$ cat config.mk
export PLATFORM = sky130hd
export DESIGN_NAME = pct_instr_timing
export DESIGN_NICKNAME = d
export VERILOG_FILES = /design/src/pct_pkg.sv /design/src/pct_instr_timing.sv /design/src/pct_opcode_decode.sv
export SDC_FILE = /design/constraint.sdc
export NUM_CORES = 1
export LEC_CHECK = 0
export BUFFER_PORTS_ARGS = -buffer_cell sky130_fd_sc_hd__buf_2
export CAP_MARGIN = 25
export CORE_UTILIZATION = 52
export DETAILED_ROUTE_END_ITERATION = 12
export GPL_ROUTABILITY_DRIVEN = 0
export MAX_ROUTING_LAYER = met4
export PLACE_DENSITY = 0.81
export SYNTH_ARGS = -nofsm -noshare
export SYNTH_HDL_FRONTEND = slang
export SYNTH_HIERARCHICAL = 1
export SYNTH_SLANG_ARGS = --single-unit
export TNS_END_PERCENT = 30
$ cat constraint.sdc
create_clock -name clk -period 2.1 [get_ports clk]
set_input_delay 0.315 -clock clk [delete_from_list [all_inputs] [get_ports clk]]
set_output_delay 0.315 -clock clk [all_outputs]
set_load 0.01 [all_outputs]
$ cat src/pct_pkg.sv
package pct_pkg;

  // ==========================================================
  // Timing limits
  localparam int unsigned MAX_CYCLES = 8;
  localparam int unsigned NUM_INSTRUCTIONS = 109;
  localparam int unsigned CNT_W = 4;
  localparam int unsigned LEN_W = 2;

  // ==========================================================
  // Reset values
  localparam logic [CNT_W-1:0] CNT_RESET = 4'h0;
  localparam logic [LEN_W-1:0] LEN_RESET = 2'h0;
  localparam logic [15:0] ADDR_RESET = 16'h0000;

  // ==========================================================
  // Address space boundaries and special opcodes
  localparam logic [7:0] DIRECT_SPECIAL_BASE = 8'h80;
  localparam logic [7:0] OPC_RESERVED = 8'ha5;
  localparam int unsigned EXT_RAM_BYTES_DEFAULT = 1024;

  // ==========================================================
  // Target space of an external data move
  typedef enum logic [1:0] {
    ROUTE_NONE,
    ROUTE_ONCHIP,
    ROUTE_OFFCHIP,
    ROUTE_FLASH
  } pct_route_t;

endpackage

$ cat src/pct_instr_timing.sv
// Behaviour
// - Count execution in system clocks only.
// - No instruction exceeds eight clock cycles.
// - Not-taken branch ends one cycle sooner.
// - Most instructions: cycles equal byte count.
// - Opcodes identical to standard set; timing differs.
// - Decoder recognises 109 distinct instructions.
// - Register-operand arithmetic: one byte, one cycle.
// - Indirect RAM arithmetic: one byte, two cycles.
// - Immediate or direct accumulator ops: two, two.
// - Immediate into direct logic: three, three.
// - Direct-to-direct three/three; direct-to-register two/two.
// - Single-operand accumulator ops: one byte, one cycle.
// - Data pointer increment: one byte, one cycle.
// - Route external move to onchip, offchip, flash.
// - Flash readable by both moves, writable by external.
// - Relative offset signed, from next instruction.
// - Direct below 0x80 RAM, above special register.
`timescale 1ns/1ps
`default_nettype none

module pct_instr_timing #(
  parameter int unsigned EXT_RAM_BYTES = pct_pkg::EXT_RAM_BYTES_DEFAULT
) (
  input wire logic clk,
  input wire logic nrst,
  input wire logic startReq,
  input wire logic [7:0] opcode,
  input wire logic [7:0] operand1,
  input wire logic [7:0] operand2,
  input wire logic [15:0] instrAddr,
  input wire logic branchTaken,
  input wire logic [15:0] dataPtr,
  input wire logic [7:0] ptrRegValue,
  input wire logic [7:0] extPageHigh,
  input wire logic flashExtEn,
  output logic busy_r,
  output logic done_r,
  output logic [pct_pkg::LEN_W-1:0] curLen_r,
  output logic [pct_pkg::CNT_W-1:0] curCycles_r,
  output logic [pct_pkg::CNT_W-1:0] cycleCnt_r,
  output logic condBranch_r,
  output logic taken_r,
  output logic [15:0] relTarget_r,
  output logic relValid_r,
  output logic directIsSpecial_r,
  output logic directValid_r,
  output pct_pkg::pct_route_t extRoute_r,
  output logic [15:0] extAddr_r,
  output logic extWrite_r,
  output logic codeRead_r,
  output logic flashWrite_r,
  output logic illegalOp_r
);

  // ==========================================================
  // Decode
  logic [pct_pkg::LEN_W-1:0] decLen;
  logic [pct_pkg::CNT_W-1:0] decCyc;
  logic decCond;
  logic decRel;
  logic decDirect;
  logic decExt;
  logic decExtWr;
  logic decExtWide;
  logic decCodeMove;
  logic decIllegal;

  // Opcode map matches the standard set bit for bit
  pct_opcode_decode u_decode (
    .opcode(opcode),
    .instrLen(decLen),
    .cycTaken(decCyc),
    .isCond(decCond),
    .hasRel(decRel),
    .hasDirect(decDirect),
    .isExtMove(decExt),
    .extMoveWr(decExtWr),
    .extMoveWide(decExtWide),
    .isCodeMove(decCodeMove),
    .illegal(decIllegal)
  );

  function automatic logic [15:0] relAdd(input logic [15:0] base,
                                         input logic [1:0] len,
                                         input logic [7:0] rel);
    logic [15:0] nextPc;
    nextPc = base + {14'h0000, len};
    relAdd = nextPc + {{8{rel[7]}}, rel};
  endfunction

  // ==========================================================
  // Acceptance and cycle budget
  logic accept;
  logic [pct_pkg::CNT_W-1:0] total_nxt;
  logic [15:0] extAddr_nxt;
  logic [7:0] relByte;
  pct_pkg::pct_route_t route_nxt;

  // Next instruction may be accepted in the final cycle of the current one and starts on the following clock
  assign accept = startReq && (!busy_r || done_r);
  assign total_nxt = (decCond && !branchTaken) ? 4'(decCyc - 4'h1) : decCyc;
  assign relByte = (decLen == 2'd3) ? operand2 : operand1;
  assign extAddr_nxt = decExtWide ? dataPtr : {extPageHigh, ptrRegValue};

  always_comb begin
    route_nxt = pct_pkg::ROUTE_NONE;
    if (decExt) begin
      if (flashExtEn) begin
        route_nxt = pct_pkg::ROUTE_FLASH;
      end else if ({16'h0000, extAddr_nxt} < EXT_RAM_BYTES) begin
        route_nxt = pct_pkg::ROUTE_ONCHIP;
      end else begin
        route_nxt = pct_pkg::ROUTE_OFFCHIP;
      end
    end
  end

  // ==========================================================
  // Cycle sequencer, one count per system clock
  always_ff @(posedge clk or negedge nrst) begin
    if (!nrst) begin
      busy_r <= 1'b0;
      done_r <= 1'b0;
      cycleCnt_r <= pct_pkg::CNT_RESET;
      curCycles_r <= pct_pkg::CNT_RESET;
    end else if (accept) begin
      busy_r <= 1'b1;
      cycleCnt_r <= 4'h1;
      curCycles_r <= total_nxt;
      done_r <= (total_nxt == 4'h1);
    end else if (busy_r && !done_r) begin
      cycleCnt_r <= 4'(cycleCnt_r + 4'h1);
      done_r <= (4'(cycleCnt_r + 4'h1) == curCycles_r);
    end else begin
      busy_r <= 1'b0;
      done_r <= 1'b0;
    end
  end

  // ==========================================================
  // Instruction attributes, held for the whole instruction
  always_ff @(posedge clk or negedge nrst) begin
    if (!nrst) begin
      curLen_r <= pct_pkg::LEN_RESET;
      condBranch_r <= 1'b0;
      taken_r <= 1'b0;
      illegalOp_r <= 1'b0;
    end else if (accept) begin
      curLen_r <= decLen;
      condBranch_r <= decCond;
      taken_r <= decRel && (!decCond || branchTaken);
      illegalOp_r <= decIllegal;
    end
  end

  // ==========================================================
  // Relative target and direct address space
  always_ff @(posedge clk or negedge nrst) begin
    if (!nrst) begin
      relTarget_r <= pct_pkg::ADDR_RESET;
      relValid_r <= 1'b0;
      directIsSpecial_r <= 1'b0;
      directValid_r <= 1'b0;
    end else if (accept) begin
      relTarget_r <= relAdd(instrAddr, decLen, relByte);
      relValid_r <= decRel;
      directIsSpecial_r <= decDirect && (operand1 >= pct_pkg::DIRECT_SPECIAL_BASE);
      directValid_r <= decDirect;
    end
  end

  // ==========================================================
  // Memory steering; flash is read by both moves, written by one
  always_ff @(posedge clk or negedge nrst) begin
    if (!nrst) begin
      extRoute_r <= pct_pkg::ROUTE_NONE;
      extAddr_r <= pct_pkg::ADDR_RESET;
      extWrite_r <= 1'b0;
      codeRead_r <= 1'b0;
      flashWrite_r <= 1'b0;
    end else if (accept) begin
      extRoute_r <= route_nxt;
      extAddr_r <= extAddr_nxt;
      extWrite_r <= decExt && decExtWr;
      codeRead_r <= decCodeMove || (decExt && !decExtWr && flashExtEn);
      flashWrite_r <= decExt && decExtWr && flashExtEn;
    end
  end

  // ==========================================================
  // Checks
  a_count_steps: assert property (@(posedge clk) disable iff (!nrst)
    (busy_r && !done_r && !accept) |=> (cycleCnt_r == 4'($past(cycleCnt_r) + 4'h1)))
    else $error("cycle count did not advance by one");

  a_max_eight: assert property (@(posedge clk) disable iff (!nrst)
    busy_r |-> (cycleCnt_r >= 4'h1 && cycleCnt_r <= 4'h8 && curCycles_r <= 4'h8))
    else $error("instruction exceeds eight cycles");

  a_not_taken_short: assert property (@(posedge clk) disable iff (!nrst)
    (accept && decCond) |=>
      (curCycles_r == ($past(branchTaken) ? $past(decCyc) : 4'($past(decCyc) - 4'h1))))
    else $error("not-taken branch length wrong");

  a_done_final: assert property (@(posedge clk) disable iff (!nrst)
    done_r |-> (busy_r && cycleCnt_r == curCycles_r))
    else $error("completion not on final cycle");

  a_reg_ops: assert property (@(posedge clk) disable iff (!nrst)
    (accept && opcode[3] && (opcode[7:4] inside {4'h2, 4'h3, 4'h4, 4'h5, 4'h6, 4'h9, 4'he}))
      |=> (curLen_r == 2'd1 && curCycles_r == 4'h1 && done_r))
    else $error("register operand op timing wrong");

  a_indirect_ops: assert property (@(posedge clk) disable iff (!nrst)
    (accept && opcode[3:1] == 3'b011 && !opcode[7] && opcode[7:4] != 4'h7)
      |=> (curLen_r == 2'd1 && curCycles_r == 4'h2) ##1 done_r)
    else $error("indirect op timing wrong");

  a_imm_direct: assert property (@(posedge clk) disable iff (!nrst)
    (accept && opcode[3:1] == 3'b010 && (opcode[7:4] inside {4'h2, 4'h3, 4'h4, 4'h5, 4'h6, 4'h9}))
      |=> (curLen_r == 2'd2 && curCycles_r == 4'h2))
    else $error("immediate or direct op timing wrong");

  a_logic_imm_dir: assert property (@(posedge clk) disable iff (!nrst)
    (accept && (opcode inside {8'h43, 8'h53, 8'h63}))
      |=> (curLen_r == 2'd3 && !done_r) ##1 !done_r ##1 done_r)
    else $error("immediate to direct logic timing wrong");

  a_move_direct: assert property (@(posedge clk) disable iff (!nrst)
    (accept && (opcode == 8'h85 || opcode[7:3] == 5'b10101))
      |=> (curLen_r == (($past(opcode) == 8'h85) ? 2'd3 : 2'd2) && curCycles_r == 4'(curLen_r)))
    else $error("direct move timing wrong");

  a_single_acc: assert property (@(posedge clk) disable iff (!nrst)
    (accept && (opcode inside {8'he4, 8'hf4, 8'h23, 8'h33, 8'h03, 8'h13, 8'hc4, 8'hd4, 8'ha3}))
      |=> (curLen_r == 2'd1 && done_r))
    else $error("single operand op not one cycle");

  a_route_flash: assert property (@(posedge clk) disable iff (!nrst)
    (accept && decExt && flashExtEn)
      |=> (extRoute_r == pct_pkg::ROUTE_FLASH && flashWrite_r == extWrite_r))
    else $error("flash route wrong");

  a_rel_target: assert property (@(posedge clk) disable iff (!nrst)
    (accept && decRel && decLen == 2'd2)
      |=> (relTarget_r == 16'($past(instrAddr) + 16'h0002 + {{8{$past(operand1[7])}},
                                                               $past(operand1)})))
    else $error("relative target wrong");

  a_direct_space: assert property (@(posedge clk) disable iff (!nrst)
    (accept && decDirect) |=> (directIsSpecial_r == $past(operand1[7])))
    else $error("direct space select wrong");

endmodule

`default_nettype wire

$ cat src/pct_opcode_decode.sv
`timescale 1ns/1ps
`default_nettype none

module pct_opcode_decode (
  input wire logic [7:0] opcode,
  output logic [pct_pkg::LEN_W-1:0] instrLen,
  output logic [pct_pkg::CNT_W-1:0] cycTaken,
  output logic isCond,
  output logic hasRel,
  output logic hasDirect,
  output logic isExtMove,
  output logic extMoveWr,
  output logic extMoveWide,
  output logic isCodeMove,
  output logic illegal
);

  logic [3:0] hi;
  logic [3:0] lo;

  assign hi = opcode[7:4];
  assign lo = opcode[3:0];

  // ==========================================================
  // Length and cycle table, grouped by operand column
  always_comb begin
    instrLen = 2'd1;
    cycTaken = 4'd1;
    isCond = 1'b0;
    hasRel = 1'b0;
    hasDirect = 1'b0;
    isExtMove = 1'b0;
    extMoveWr = 1'b0;
    extMoveWide = 1'b0;
    isCodeMove = 1'b0;
    illegal = 1'b0;
    if (lo[3]) begin
      unique case (hi)
        4'h7: begin instrLen = 2'd2; cycTaken = 4'd2; end
        4'h8, 4'ha: begin instrLen = 2'd2; cycTaken = 4'd2; hasDirect = 1'b1; end
        4'hb: begin instrLen = 2'd3; cycTaken = 4'd4; isCond = 1'b1; hasRel = 1'b1; end
        4'hd: begin instrLen = 2'd2; cycTaken = 4'd3; isCond = 1'b1; hasRel = 1'b1; end
        default: begin instrLen = 2'd1; cycTaken = 4'd1; end
      endcase
    end else if (lo[3:1] == 3'b011) begin
      unique case (hi)
        4'h7: begin instrLen = 2'd2; cycTaken = 4'd2; end
        4'h8, 4'ha: begin instrLen = 2'd2; cycTaken = 4'd2; hasDirect = 1'b1; end
        4'hb: begin instrLen = 2'd3; cycTaken = 4'd5; isCond = 1'b1; hasRel = 1'b1; end
        default: begin instrLen = 2'd1; cycTaken = 4'd2; end
      endcase
    end else begin
      unique case (lo)
        4'h0: begin
          unique case (hi)
            4'h0: begin instrLen = 2'd1; cycTaken = 4'd1; end
            4'h1, 4'h2, 4'h3: begin
              instrLen = 2'd3; cycTaken = 4'd4; isCond = 1'b1; hasRel = 1'b1;
            end
            4'h4, 4'h5, 4'h6, 4'h7: begin
              instrLen = 2'd2; cycTaken = 4'd3; isCond = 1'b1; hasRel = 1'b1;
            end
            4'h8: begin instrLen = 2'd2; cycTaken = 4'd3; hasRel = 1'b1; end
            4'h9: begin instrLen = 2'd3; cycTaken = 4'd3; end
            4'ha, 4'hb: begin instrLen = 2'd2; cycTaken = 4'd2; end
            4'hc, 4'hd: begin instrLen = 2'd2; cycTaken = 4'd2; hasDirect = 1'b1; end
            default: begin
              cycTaken = 4'd3; isExtMove = 1'b1; extMoveWide = 1'b1; extMoveWr = hi[0];
            end
          endcase
        end
        4'h1: begin instrLen = 2'd2; cycTaken = 4'd3; end
        4'h2: begin
          unique case (hi)
            4'h0, 4'h1: begin instrLen = 2'd3; cycTaken = 4'd4; end
            4'h2, 4'h3: begin instrLen = 2'd1; cycTaken = 4'd5; end
            4'h4, 4'h5, 4'h6: begin instrLen = 2'd2; cycTaken = 4'd2; hasDirect = 1'b1; end
            4'he, 4'hf: begin cycTaken = 4'd3; isExtMove = 1'b1; extMoveWr = hi[0]; end
            default: begin instrLen = 2'd2; cycTaken = 4'd2; end
          endcase
        end
        4'h3: begin
          unique case (hi)
            4'h4, 4'h5, 4'h6: begin instrLen = 2'd3; cycTaken = 4'd3; hasDirect = 1'b1; end
            4'h7: cycTaken = 4'd3;
            4'h8, 4'h9: begin cycTaken = 4'd3; isCodeMove = 1'b1; end
            4'he, 4'hf: begin cycTaken = 4'd3; isExtMove = 1'b1; extMoveWr = hi[0]; end
            default: cycTaken = 4'd1;
          endcase
        end
        4'h4: begin
          unique case (hi)
            4'h2, 4'h3, 4'h4, 4'h5, 4'h6, 4'h7, 4'h9: begin
              instrLen = 2'd2; cycTaken = 4'd2;
            end
            4'h8: cycTaken = 4'd8;
            4'ha: cycTaken = 4'd4;
            4'hb: begin instrLen = 2'd3; cycTaken = 4'd4; isCond = 1'b1; hasRel = 1'b1; end
            default: cycTaken = 4'd1;
          endcase
        end
        default: begin
          instrLen = 2'd2;
          cycTaken = 4'd2;
          hasDirect = 1'b1;
          if (opcode == pct_pkg::OPC_RESERVED) begin
            instrLen = 2'd1;
            cycTaken = 4'd1;
            hasDirect = 1'b0;
            illegal = 1'b1;
          end else if (hi == 4'h7 || hi == 4'h8) begin
            instrLen = 2'd3;
            cycTaken = 4'd3;
          end else if (hi == 4'hb || hi == 4'hd) begin
            instrLen = 2'd3;
            cycTaken = 4'd4;
            isCond = 1'b1;
            hasRel = 1'b1;
          end
        end
      endcase
    end
  end

endmodule

`default_nettype wire

**Word-level counts from Yosys, hierarchy flattened**

Index checks and enable logic that the tools add are counted.

- Logic and storage cells: 172
- Input port bits: 77
- Output and inout port bits: 55
- Register bits after elaboration: 55

- Multiplexer cells: 77
- Magnitude comparators: 2
- Reduce and logical (&&, ||, !) cells: 47
- Equal/unequal tests: 25
- Add/sub/neg operators: 4

Operator list:

| kind | number |
|---|---|
| 1-bit two-way mux | 41 |
| 4-bit == test, second input constant | 8 |
| 4-bit two-way mux | 7 |
| 3-bit one-hot mux with 3 select lines | 3 |
| 4-bit by 3-bit == test with 1-bit output, second input constant | 5 |
| 2-bit one-hot mux with 2 select lines | 5 |
| 4-bit one-hot mux with 5 select lines | 1 |
| 2-bit OR reduction | 10 |
| 2-bit two-way mux | 9 |
| 16-bit adder | 1 |
| 16-bit by 2-bit adder with 16-bit output | 1 |
| 4-bit by 2-bit == test with 1-bit output, second input constant | 4 |
| 16-bit by 11-bit less-than comparator with 1-bit output, second input constant | 1 |
| 16-bit two-way mux | 1 |
| 4-bit OR reduction | 4 |
| 8-bit OR reduction | 2 |
| 14-bit OR reduction | 1 |
| 7-bit OR reduction | 2 |
| 4-bit by 1-bit == test with 1-bit output, second input constant | 3 |
| 4-bit one-hot mux with 3 select lines | 1 |
| 3-bit OR reduction | 4 |
| 2-bit one-hot mux with 5 select lines | 1 |
| 1-bit logical AND | 9 |
| 1-bit one-hot mux with 3 select lines | 3 |
| 17 further kinds | 28 |

**Depth between registers and ports, before layout**

- Word-level depth: 12
- Mapped depth: 19

**Modules after synthesis**

Netlist, hierarchy kept.

Modules (own cells, without submodules):

| module | cells an instance | area each (µm²) | times used |
|---|---|---|---|
| pct_instr_timing | 368 | 3,408.3 | 1 |
| pct_opcode_decode | 145 | 795.8 | 1 |

**Worst setup path before layout**

No wires, ideal clock.

- Path type: in2reg
- From: input opcode[6]
- To: register relTarget_r[12]
- Buffers on the path: 2
- Arrival time: 3,870 ps
- Path slack: -1,866 ps
- Stages on the path: 17
- Path through: buf_6 -> or2_0 -> buf_2 -> a2111oi_2 -> a21oi_1 -> nand2b_1 -> a41oi_1 -> nand2_2 -> mux2_4 -> ha_1 -> ha_1 -> a21o_1 -> a21o_1 -> a2111oi_2 -> nor3_1 -> o21a_1 -> o31ai_1

- Elaborated cells between the ends (all ways): 43
- Classes of those cells: add/sub: 2; eq/ne: 17; mux: 13; reduce/logical: 11

RTL lines:

| what | RTL line | source |
|---|---|---|
| start: declaration | pct_instr_timing.sv:28 | `input wire logic [7:0] opcode,` |
| 4-bit == test, or another cell as far along | pct_opcode_decode.sv:55 | `unique case (hi)` |
| 9-bit OR reduction (no source line), or another cell as far along | -- |  |
| 2-bit one-hot mux with 2 select lines, or another cell as far along | pct_opcode_decode.sv:55 |  |
| 2-bit one-hot mux with 5 select lines | pct_opcode_decode.sv:53 | `unique case (lo)` |
| 2-bit two-way mux | pct_opcode_decode.sv:45 | `end else if (lo[3:1] == 3'b011) begin` |
| 2-bit two-way mux (*) | pct_opcode_decode.sv:37 | `if (lo[3]) begin` |
| named net decLen (one bit) | pct_instr_timing.sv:58 | `logic [pct_pkg::LEN_W-1:0] decLen;` |
| branches (longest 2 deep; another with 16-bit by 2-bit adder with 16-bit output) | -- |  |
| 16-bit adder (*) | pct_instr_timing.sv:89 | `relAdd = nextPc + {{8{rel[7]}}, rel};` |
| end signal: assignment | pct_instr_timing.sv:161 | `relTarget_r <= pct_pkg::ADDR_RESET;` |
| end signal: assignment | pct_instr_timing.sv:166 | `relTarget_r <= relAdd(instrAddr, decLen, relByte);` |
| end: declaration | pct_instr_timing.sv:44 | `output logic [15:0] relTarget_r,` |

Mark *: on every way through the listed nets, which the timed path passes.
A chain may end at the register's enable or synchronous reset.

**Final worst setup path**

- From: input opcode[5]
- To: register relTarget_r[9]

The elaborated chain is that of the path after synthesis.

==> impl_metrics.ini <==
[synth]
netlist_area_um2 = 4200
synth_ff_type = dfrtp_1
synthTopCellsByArea = dfrtp_1, ha_1, nand2_1
synth_top_family_by_area = simple AND/OR/NAND/NOR gates
synthAdderAreaFrac_pct = 10.1
synthSimpleGateAreaFrac_pct = 21.7
synthXorXnorAreaFrac_pct = 4.17
synth_top_area_share_pct = 32.7
syn-mean-instance-area_um2 = 8.19
ys_ff_latch = 55
yosysSeqAreaShare_pct = 32.7
synth_common_cells = nand2_1, dfrtp_1, o21ai_0
synth_area_leader_cell = dfrtp_1
syn-num-nets = 622
synth_cell_types = 58
synth_compound_area_share_pct = 20.2
postSynthCellCount = 513
synth-edff-count = 0
synth.area.mux_share_pct = 5.98
async_flop_share_pct = 100
synthMostInstantiatedCell = nand2_1
synth-warning-count = 6

[clocking]
clk_latency_ns = 0.31
cts_buffers = 5
clk_path_buf_depth = 2
htreeDepth = 2
cts.sinks = 55
clock-root-buffer = clkbuf_8
cts_tree = built
cts.clk_slew.worst_paths_ns = 0.11

[pwr]
power_frac_comb_pct = 54.0
switching_share_pct = 40.6
p_int_uw = 3180
p_seq_share_pct = 32.7
max-vdd-ir-drop_mv = 0.523
power_frac_clock_pct = 13.3
p_total_uw = 5360
switchingPower_uw = 2170
p_leak_uw = 0.00313
p_per_area_nw_per_um2 = 847

[timing]
slew_violations = 0
finalSetupViolCount = 19
setup_ws_ns = -1.65
period_share_pct = 179
final_hold_viol_count = 0
skew_ns = 0.00625
slew_headroom_pct = 60.9
fmax_mhz = 266
rsz0062_at_grt = true
max_slew.worst_pin.slew_ns = 0.578
hold_slack_ns = 0.271
fin_crit_ns = 3.75

[routing]
wl_per_cell_um = 17.3
drt-initial-drc-count = 251
ant_nets = 0
wirelength_um = 14500
dr_total_vias = 4902
drc = 0
dr.pass1.iters = 5
viasPerCell = 5.87

[grt]
grt_overflow_total = 0
grt_max_degree = 39
grt_use_total_pct = 32.4
antenna_found_initial = 0
grt_pass1_vias = 4616
grt_pass1_wl_um = 21500

[final_layout]
instances_no_fill = 835
area_growth_pct = 50.3
finish.net_count = 842
fin_area_um2 = 6320
n_antenna_cell = 0
drive_above_1_share_pct = 45.0
fillCellCount = 492
fin_util_pct = 81.4

[flow_run]
drv_cap = 0

[floorplan]
io-pin-count = 132
core_area_um2 = 7770
initial_utilization_pct = 54.1
die_w_um = 91.9
die_h_um = 91.9
num_rows = 32
dieArea_um2 = 8450

[place]
hpwl_um = 10300
post_dp_cell_area_um2 = 5700
place_inst = 811
io_buffers = 131

[worst_setup_path]
critical_path_class = primary input to register
crit_path_cell_trace = buf_8 > or2_4 > a2111oi_4 > a21oi_2 > nand2b_4 > a41oi_2 > buf_4 > buf_4 > inv_2 > fa_1 > inv_2 > ha_4 > fa_2 > a21o_1 > nand4_1 > buf_4 > a21oi_2 > a21oi_2 > xor2_1 > o21ai_1
slowest_delay_ns = 0.51
crit_required_ns = 2.29
r2r_setup_slack_ns = 0.41
timing.rr.start = done_r
crit_buf_inv = 6
path_delay_family = compound AO/OA/AOI/OAI gates
r2r_cells = 4
crit_arrival_ns = 3.94
worstPathMaxFanout = 4
slowest_stage = fa_1
endpoint_kind = register
cp-start-kind = primary input
reg2reg_to = relTarget_r[14]

[worst_hold_path]
hold-path-endpoint = directIsSpecial_r
min-delay-start = operand1[7]
min_path_cells = 3
hold_path.class = primary input to register

[outcome]
violations = setup timing
status = complete, but fails checks
state kept, by name (all words and copies together) (netlist names), 2 cells and up:
register	cells
relTarget_r	16
extRoute_r	2
cycleCnt_r	4
extAddr_r	16
curCycles_r	4
curLen_r	2
repair_timing:
item / in CTS / in global routing
endpoints found under the hold margin: 21 / 0
setup buffers: 8 / 9
hold buffers: 1 / 0
endpoints found under the setup margin: 19 / 20
resized for setup: 28 / 64
pin swaps: 23 / 39
power by group through the flow:
stage | clock, µW | sequential, µW | combinational [µW]
2_1_floorplan | 0 | 1950 | 1250
3_5_place_dp | 0 | 1770 | 2560
4_1_cts | 723 | 1750 | 2680
3_3_place_gp | 0 | 1750 | 2430
6_report | 711 | 1750 | 2890
5_1_grt | 759 | 1790 | 3150
final cells by class:
cell class / instances / area [µm²] / share of cell area (%)
well taps: 102 / 128 / 2.02
clock inverters: 2 / 37.5 / 0.594
clock buffers: 5 / 68.8 / 1.09
multi-input cells: 406 / 3030 / 47.9
inverters: 20 / 77.6 / 1.23
flip-flops and latches: 55 / 1380 / 21.8
repair buffers: 245 / 1600 / 25.4
worst max path at each step:
stage | start | end | slack (ns) | depth (start not counted)
finish | opcode[5] | relTarget_r[9] | -1.65 | 20
floorplan | opcode[6] | relTarget_r[15] | -1.63 | 19
CTS | opcode[6] | relTarget_r[15] | -1.66 | 18
global placement | opcode[6] | relTarget_r[15] | -1.78 | 18
detailed placement | opcode[6] | relTarget_r[12] | -1.98 | 17
global route | opcode[7] | relTarget_r[9] | -1.73 | 20
per-stage QoR:
step / worst slack, ns / TNS, ns
after floorplan: -1.63 / -21.85
after global placement: -1.78 / -24.04
after detailed placement: -1.98 / -26.77
after CTS: -1.66 / -19.54
after global routing: -1.73 / -21.09
final: -1.65 / -19.41
cell usage in the layout (no fill, tap or decap), types with 8 or more instances in the layout:
master,instances
buf_2,127
buf_4,106
nand2_1,85
dfrtp_1,55
o21ai_0,43
nor2_1,24
a21oi_1,19
ha_1,19
mux2i_1,16
inv_1,15
a21o_1,13
nand3_1,12
xnor2_1,11
nand4_1,9
ha_4,9
o21ai_1,8
cells by family after synthesis:
kind of cell,count (synthesis)
mux,24
xor+xnor,20
fa+ha+maj,32
compound gates,135
flops,55
buf+inv,52
simple gates,195
per-layer routing:
metal | track usage, % | up-vias | share of wire [%]
met4 | 9.77 | 0 | 3.7
li1 | - | 2265 | -
met3 | 5.22 | 66 | 8.1
met2 | 57.1 | 316 | 50
met5 | - | - | 0
met1 | 38.0 | 2255 | 38
worst register-to-register path, delay by kind of cell, from the launching register on:
family / cells / cell delay, ns
and+or+nand+nor: 4 / 1.26
DFF: 1 / 0.38
No activity file was read; power rests on OpenSTA's default activity.
